File: src/logic/tpi_cfg.svh
// Register offsets, field positions and fixed values of the trace port test logic
`ifndef TPI_CFG_SVH
`define TPI_CFG_SVH

// ----------------------------------------------------------------------------
// Register byte offsets
// ----------------------------------------------------------------------------
`define TPI_OFS_INSTR_DATA 12'heec
`define TPI_OFS_READY_DRIVE 12'hef0
`define TPI_OFS_VALID_OBS 12'hef8
`define TPI_OFS_SW_DATA 12'hefc
`define TPI_OFS_MODE_CTRL 12'hf00
`define TPI_OFS_CAPABILITY 12'hfc8

// ----------------------------------------------------------------------------
// Integration data register fields
// ----------------------------------------------------------------------------
`define TPI_SW_VALID_BIT 29
`define TPI_SW_COUNT_LSB 27
`define TPI_INSTR_VALID_BIT 26
`define TPI_INSTR_COUNT_LSB 24
`define TPI_BYTE_W 8
`define TPI_SLOTS 3
`define TPI_COUNT_MAX 2'h3
`define TPI_COUNT_ZERO 2'h0
`define TPI_COUNT_ONE 2'h1

// ----------------------------------------------------------------------------
// Mode field and capability fields
// ----------------------------------------------------------------------------
`define TPI_MODE_LSB 0
`define TPI_DRIVE_BIT 0
`define TPI_VALID_OBS_BIT 0
`define TPI_CAP_NRZ_BIT 11
`define TPI_CAP_MANCH_BIT 10
`define TPI_CAP_PARALLEL_BIT 9
`define TPI_CAP_QUEUE_LSB 6
`define TPI_CAP_QUEUE_SIZE 3'h2
`define TPI_CAP_INPUTS_LSB 0
`define TPI_CAP_ONE_INPUT 6'h00
`define TPI_CAP_TWO_INPUTS 6'h01

// Source indices
`define TPI_SRC_INSTR 0
`define TPI_SRC_SW 1

`endif

File: src/logic/tpi_pkg.sv
// Types shared by the trace port test logic
`default_nettype none
package tpi_pkg;

    typedef enum logic [1:0] {
        TPI_MODE_NORMAL = 2'h0,
        TPI_MODE_ITEST = 2'h1,
        TPI_MODE_IDATA = 2'h2,
        TPI_MODE_RSVD = 2'h3
    } tpi_mode_t;

    // Whole register state of the block, one flop set
    typedef struct packed {
        tpi_mode_t mode;
        logic drive;
        logic [1:0][1:0] count;
        logic [1:0][2:0][7:0] bytes;
        logic [1:0] ready;
        logic trace_en;
        logic [31:0] rdata;
    } tpi_state_t;

endpackage
`default_nettype wire

File: src/logic/tpi_top.sv
// Integration test and capability registers of the trace port unit
//
// What this block does
// - Bit 29 of both data registers shows live software-trace valid input.
// - Bits 28:27 count software-trace bytes since last software-data register read.
// - Bit 26 of both data registers shows live instruction-trace valid input.
// - Bits 25:24 count instruction-trace bytes since last instruction-data read.
// - Instruction-data register shows three captured bytes; reading discards them.
// - Software-data register shows three captured bytes; reading discards them.
// - In integration test mode, ready drive bit 0 sets both ready outputs.
// - Valid observe bit 0 reads OR of both valid inputs.
// - Mode field 0 normal, 1 integration test, 2 data test, 3 reserved.
// - Data test mode disables trace output; inputs read through data registers.
// - Capability bit 11 always reads one, NRZ output supported.
// - Capability bit 10 always reads one, Manchester output supported.
// - Capability bit 9 always reads zero, parallel port supported.
// - Capability bits 8:6 read 2, four-byte output queue.
// - Capability bits 5:0 read one when instruction source present (two inputs), else zero.
`include "tpi_cfg.svh"
`timescale 1ns/1ps
`default_nettype none

module tpi_top #(
    parameter int ADDR_W = 12,
    parameter bit HAS_INSTR_SRC = 1'b1
) (
    input wire logic core_clk_in,
    input wire logic rst_in,
    input wire logic [ADDR_W-1:0] reg_addr_in,
    input wire logic [31:0] reg_wdata_in,
    input wire logic reg_wr_in,
    input wire logic reg_rd_in,
    output logic [31:0] reg_rdata_out,
    input wire logic instr_valid_in,
    input wire logic [7:0] instr_data_in,
    output logic instr_ready_out,
    input wire logic sw_valid_in,
    input wire logic [7:0] sw_data_in,
    output logic sw_ready_out,
    input wire logic sink_ready_in,
    output logic trace_out_en_out
);

    // ------------------------------------------------------------------------
    // Elaboration checks
    // ------------------------------------------------------------------------
    if (ADDR_W < 12)
    begin : g_bad_addr
        $error("tpi_top: ADDR_W must be at least 12");
    end

    // ------------------------------------------------------------------------
    // State and decode
    // ------------------------------------------------------------------------
    tpi_pkg::tpi_state_t st;
    tpi_pkg::tpi_state_t next_st;

    logic [11:0] ofs;
    logic [1:0] valid;
    logic [1:0][7:0] din;
    logic [1:0] take;
    logic [1:0] rd_clr;
    logic [5:0] inputs_field;

    // Only the low 12 bits select a register; the block fills a 4 KB frame
    assign ofs = reg_addr_in[11:0];
    assign valid = {sw_valid_in, instr_valid_in};
    assign din = {sw_data_in, instr_data_in};
    assign inputs_field = HAS_INSTR_SRC ? `TPI_CAP_TWO_INPUTS : `TPI_CAP_ONE_INPUT;

    // ------------------------------------------------------------------------
    // Per-source capture strobes
    // ------------------------------------------------------------------------
    for (genvar i = 0; i < 2; i++)
    begin : g_src
        // Bytes are taken only in data test mode, on an accepted beat
        assign take[i] = (st.mode == tpi_pkg::TPI_MODE_IDATA) && valid[i] && st.ready[i];
    end
    assign rd_clr[`TPI_SRC_INSTR] = reg_rd_in && (ofs == `TPI_OFS_INSTR_DATA);
    assign rd_clr[`TPI_SRC_SW] = reg_rd_in && (ofs == `TPI_OFS_SW_DATA);

    // ------------------------------------------------------------------------
    // Next state
    // ------------------------------------------------------------------------
    always_comb
    begin
        logic [1:0] cnt;
        logic [31:0] status;
        cnt = `TPI_COUNT_ZERO;
        status = 32'h0000_0000;
        next_st = st;

        // Register writes; only defined fields are stored
        if (reg_wr_in)
        begin
            case (ofs)
                `TPI_OFS_MODE_CTRL:
                begin
                    next_st.mode = tpi_pkg::tpi_mode_t'(reg_wdata_in[`TPI_MODE_LSB +: 2]);
                end
                `TPI_OFS_READY_DRIVE:
                begin
                    next_st.drive = reg_wdata_in[`TPI_DRIVE_BIT];
                end
                default:
                begin
                    next_st.drive = st.drive;
                end
            endcase
        end

        // Capture and count; a byte landing in the read cycle survives the clear
        for (int s = 0; s < 2; s++)
        begin
            cnt = rd_clr[s] ? `TPI_COUNT_ZERO : st.count[s];
            if (rd_clr[s])
            begin
                next_st.bytes[s] = '0;
            end
            if (take[s])
            begin
                if (cnt != `TPI_COUNT_MAX)
                begin
                    next_st.bytes[s][cnt] = din[s];
                    cnt = cnt + `TPI_COUNT_ONE;
                end
            end
            next_st.count[s] = cnt;
        end

        // Ready outputs per mode
        for (int s = 0; s < 2; s++)
        begin
            case (next_st.mode)
                tpi_pkg::TPI_MODE_NORMAL: next_st.ready[s] = sink_ready_in;
                tpi_pkg::TPI_MODE_ITEST: next_st.ready[s] = next_st.drive;
                // Back-pressure once all three slots hold a byte
                tpi_pkg::TPI_MODE_IDATA: next_st.ready[s] = next_st.count[s] != `TPI_COUNT_MAX;
                default: next_st.ready[s] = 1'b0;
            endcase
        end
        next_st.trace_en = next_st.mode != tpi_pkg::TPI_MODE_IDATA;

        // Live valid inputs and counts common to both data registers
        status[`TPI_SW_VALID_BIT] = sw_valid_in;
        status[`TPI_SW_COUNT_LSB +: 2] = st.count[`TPI_SRC_SW];
        status[`TPI_INSTR_VALID_BIT] = instr_valid_in;
        status[`TPI_INSTR_COUNT_LSB +: 2] = st.count[`TPI_SRC_INSTR];

        // Read data stand for exactly the cycle after the strobe
        next_st.rdata = 32'h0000_0000;
        if (reg_rd_in)
        begin
            case (ofs)
                `TPI_OFS_INSTR_DATA:
                begin
                    next_st.rdata = status | {8'h00, st.bytes[`TPI_SRC_INSTR]};
                end
                `TPI_OFS_SW_DATA:
                begin
                    next_st.rdata = status | {8'h00, st.bytes[`TPI_SRC_SW]};
                end
                `TPI_OFS_READY_DRIVE:
                begin
                    next_st.rdata[`TPI_DRIVE_BIT] = st.drive;
                end
                `TPI_OFS_VALID_OBS:
                begin
                    next_st.rdata[`TPI_VALID_OBS_BIT] = instr_valid_in | sw_valid_in;
                end
                `TPI_OFS_MODE_CTRL:
                begin
                    next_st.rdata[`TPI_MODE_LSB +: 2] = st.mode;
                end
                `TPI_OFS_CAPABILITY:
                begin
                    next_st.rdata[`TPI_CAP_NRZ_BIT] = 1'b1;
                    next_st.rdata[`TPI_CAP_MANCH_BIT] = 1'b1;
                    next_st.rdata[`TPI_CAP_PARALLEL_BIT] = 1'b0;
                    next_st.rdata[`TPI_CAP_QUEUE_LSB +: 3] = `TPI_CAP_QUEUE_SIZE;
                    next_st.rdata[`TPI_CAP_INPUTS_LSB +: 6] = inputs_field;
                end
                default:
                begin
                    next_st.rdata = 32'h0000_0000;
                end
            endcase
        end
    end

    // ------------------------------------------------------------------------
    // Registers
    // ------------------------------------------------------------------------
    always_ff @(posedge core_clk_in)
    begin
        if (rst_in)
        begin
            st <= '0;
        end
        else
        begin
            st <= next_st;
        end
    end

    assign reg_rdata_out = st.rdata;
    assign instr_ready_out = st.ready[`TPI_SRC_INSTR];
    assign sw_ready_out = st.ready[`TPI_SRC_SW];
    assign trace_out_en_out = st.trace_en;

endmodule
`default_nettype wire

File: config.mk
export PLATFORM = sky130hd
export DESIGN_NAME = tpi_top
export DESIGN_NICKNAME = d
export VERILOG_FILES = /design/src/logic/tpi_pkg.sv /design/src/logic/tpi_top.sv
export VERILOG_INCLUDE_DIRS = /design/src /design/src/logic
export SDC_FILE = /design/constraint.sdc
export NUM_CORES = 1
export LEC_CHECK = 0
export BUFFER_PORTS_ARGS = -buffer_cell sky130_fd_sc_hd__clkbuf_2
export CAP_MARGIN = 25
export CORE_AREA = 2 2 125 127
export DETAILED_ROUTE_END_ITERATION = 12
export DIE_AREA = 0 0 127 129
export PLACE_DENSITY = 0.43
export SKIP_CTS_REPAIR_TIMING = 1
export SLEW_MARGIN = 20
export SYNTH_ARGS = -nofsm -noshare
export SYNTH_HDL_FRONTEND = slang
export SYNTH_SLANG_ARGS = --single-unit
File: constraint.sdc
create_clock -name core_clk_in -period 2.24 [get_ports core_clk_in]
set_clock_uncertainty 0.1 [all_clocks]
set_input_delay 0.448 -clock core_clk_in [delete_from_list [all_inputs] [get_ports core_clk_in]]
set_output_delay 0.448 -clock core_clk_in [all_outputs]
set_load 0.02 [all_outputs]
==> results.md <==
- Slew Limit Fails: 0
- Min cycle time layout: 1.90 ns
- Pwr/cell area: 708 nW/um^2
- Place WS: -0.0394 ns
- First-pass GRT wire length: 16100 um
- Post-synthesis cell area: 3710 um^2
- Global route overflow: 0
- Post-route cell area: 4420 um^2
- Worst Hold Path EP: reg_rdata_out[26]
- R2R Setup Slk: 0.48 ns
- Gate power share: 0.044
- Via Count: 3070
- Num rows: 45
- Die area: 16400 um^2
- Flop and latch count out of synthesis: 88
- Skew-Pair Late Insertion Delay: 0.34 ns
- Setup CP Type: primary input to flip-flop
- Worst Slack Setup Final: 0.338 ns
- DP HPWL: 6990 um
- Clock power frac: 0.455
- CP max FO: 4
- Fin. Hold Viols: 0
- RSZ-0062 raised after global routing: false
- Fin util: 0.295
- Flop pwr share: 0.502
- Diodes inserted: 0
- IO buf count: 69
- Post-Syn Area per Cell: 8.69 um^2
- Worst reg-to-reg path cell count: 6
- Cell variety after synth: 40
- Die Ht: 129 um
- Pre-antenna DRT Iters: 4
- Routability cong.: 0.785
- P_int: 2.41 mW
- Total GRT Usage: 0.128
- # setup viols final: 0
- CTS Buf Count: 9
- DP Cell Count: 653
- Leak: 1.68 nW
- Synth Flop Type: dfxtp_1
- Final net count: 543
- Worst r2r dst: st[43]
- Hold depth: 2
- DR iter-0 viols: 213
- Residual DRC: 0
- Post-synth EDFFs: 0
- Clk sinks: 88
- Required @ worst endpoint: 2.34 ns
- Reg-to-reg startpoint: st[89]
- CTS root buffer: clkbuf_16
- Initial antenna violation count: 0
- Clock buffer depth: 2
- Non-Filler Instances: 669
- Core area: 15000 um^2
- Hold path start: instr_valid_in
- Synth warn: 0
- Fmax: 0.526 GHz
- Number of global-route vias before repair: 2923
- Starting density of the core: 0.248
- Relative slew slack: 0.526
- Max-cap violations: 0
- Syn-to-layout area delta: 19.2%
- Die X: 127 um
- Clk slew on worst S/H paths: 0.06 ns
- Synthesized instance count: 427
- Io pins: 102
- Max VDD drop: 0.324 mV
- Crit path DAT: 2.00 ns
- Pin count of the biggest net entering global routing: 59
- Outcome: complete, no violations
- Total Routed Length: 10100 um
- H-tree depth reported by CTS: 3
- Seq/Total Area, Yosys: 0.475
- Sw power: 0.715 mW
- Fin crit share: 0.849
- Class of the worst hold path: primary input to flip-flop
- Worst Tran Pin Value: 0.707 ns
- DP Area: 4140 um^2
- CTS tree: done
- Power Total: 3.13 mW
- Routed vias/inst: 4.59
- Critical Path End Type: flip-flop
- Share of cells above drive strength 1: 0.239
- Synth async-reset ratio: 0
- Setup crit start kind: primary input
- Routed Antenna Nets: 0
- Avg WL per Cell: 15.0 um
- Sw frac: 0.229
-- power by group through the flow --
stage               Clock, mW  Sequential, mW  Combinational, mW
detailed placement          0            1.60              0.138
global placement            0            1.60              0.137
floorplan                   0            1.61             0.0575
global route             1.55            1.57              0.148
finish                   1.42            1.57              0.136
CTS                      1.46            1.57              0.138
-- Yosys cell counts (all sizes together) (5+ instances only) --
library cell | count | area (um^2)
buf | 41 | 292
and2 | 7 | 43.8
a21oi | 59 | 295
dfxtp | 88 | 1760
nand3 | 53 | 270
mux2i | 23 | 230
clkbuf | 13 | 48.8
nand4 | 5 | 31.3
nand2 | 54 | 203
nor2 | 31 | 116
and3 | 5 | 36.3
mux2 | 5 | 56.3
nor3 | 8 | 40.0
-- cells in the final DEF, fill, tap and decap left out, types with 2 or more instances in the layout --
cell type | synthesis | routed
dfxtp_1 | 88 | 88
clkbuf_2 | 0 | 69
a21oi_1 | 59 | 59
nand2_1 | 54 | 54
nand3_1 | 52 | 52
nor2_1 | 31 | 31
mux2i_1 | 23 | 23
buf_4 | 33 | 20
clkbuf_16 | 0 | 9
nor3_1 | 8 | 8
and2_1 | 7 | 7
mux2_2 | 5 | 5
nand4_1 | 5 | 5
and3_1 | 4 | 4
nand2b_1 | 3 | 3
and4b_1 | 3 | 3
nor2b_1 | 3 | 3
clkbuf_1 | 13 | 3
or3_1 | 2 | 2
nor3b_1 | 2 | 2
nand4b_1 | 2 | 2
o21a_1 | 2 | 2
o21ai_1 | 2 | 2
o211ai_1 | 2 | 2
nand3b_1 | 2 | 2
conb_1 | 1 | 2
clkinv_4 | 0 | 2
buf_12 | 0 | 2
-- kinds of logic after synthesis --
kind of cell | Yosys count | synth area share
compound gates | 68 | 0.0985
buf+inv | 54 | 0.0918
flops | 88 | 0.475
mux | 28 | 0.0773
other cells | 1 | 0.00101
simple gates | 188 | 0.256
-- critical path: stages --
cell and delay (ns):
clkbuf_2 0.10, or4b_1 0.53, nor4_1 0.27, mux2_2 0.39, o211ai_2 0.19, a21oi_1 0.08
-- final cells by class --
cell class / instances / area [um^2]
Timing Repair Buffer: 91 / 536
Clock inverter: 3 / 26.3
Clock buffer: 13 / 250
Fill cell: 1635 / 10600
Tap cell: 188 / 235
Multi-Input combinational cell: 286 / 1610
Sequential cell: 88 / 1760
-- per-stage QoR --
stage | TNS, ns | hold slack [ns]
floorplan | 0 | 0.344
detailed placement | -0.0766 | 0.358
CTS | 0 | 0.248
global route | 0 | 0.244
global placement | -0.104 | 0.351
finish | 0 | 0.259
-- worst max-delay path by stage --
stage,startpoint,endpoint,slack (ns),cells past startpoint
final,reg_addr_in[1],instr_ready_out,0.34,6
after global routing,reg_addr_in[1],instr_ready_out,0.26,6
after CTS,reg_addr_in[2],instr_ready_out,0.32,6
after detailed placement,reg_addr_in[2],instr_ready_out,-0.04,6
after global placement,reg_addr_in[2],sw_ready_out,-0.05,6
after floorplan,reg_addr_in[4],instr_ready_out,0.12,6
-- sequential cells by signal, summed over array words and instances (netlist names) --
| name | flops |
|---|---|
| instr_ready_out | 1 |
| reg_rdata_out | 30 |
| st | 55 |
| sw_ready_out | 1 |
| trace_out_en_out | 1 |
-- metal layers --
layer  track usage  vias to the layer above  routed length [um]
met5             0                        -                   0
met4        0.0446                        0                 129
met3        0.0312                       12                 508
met2         0.203                       82                4700
met1         0.172                     1423                4730
li1              -                     1553                   -
Power figures use the tool's default switching activity.
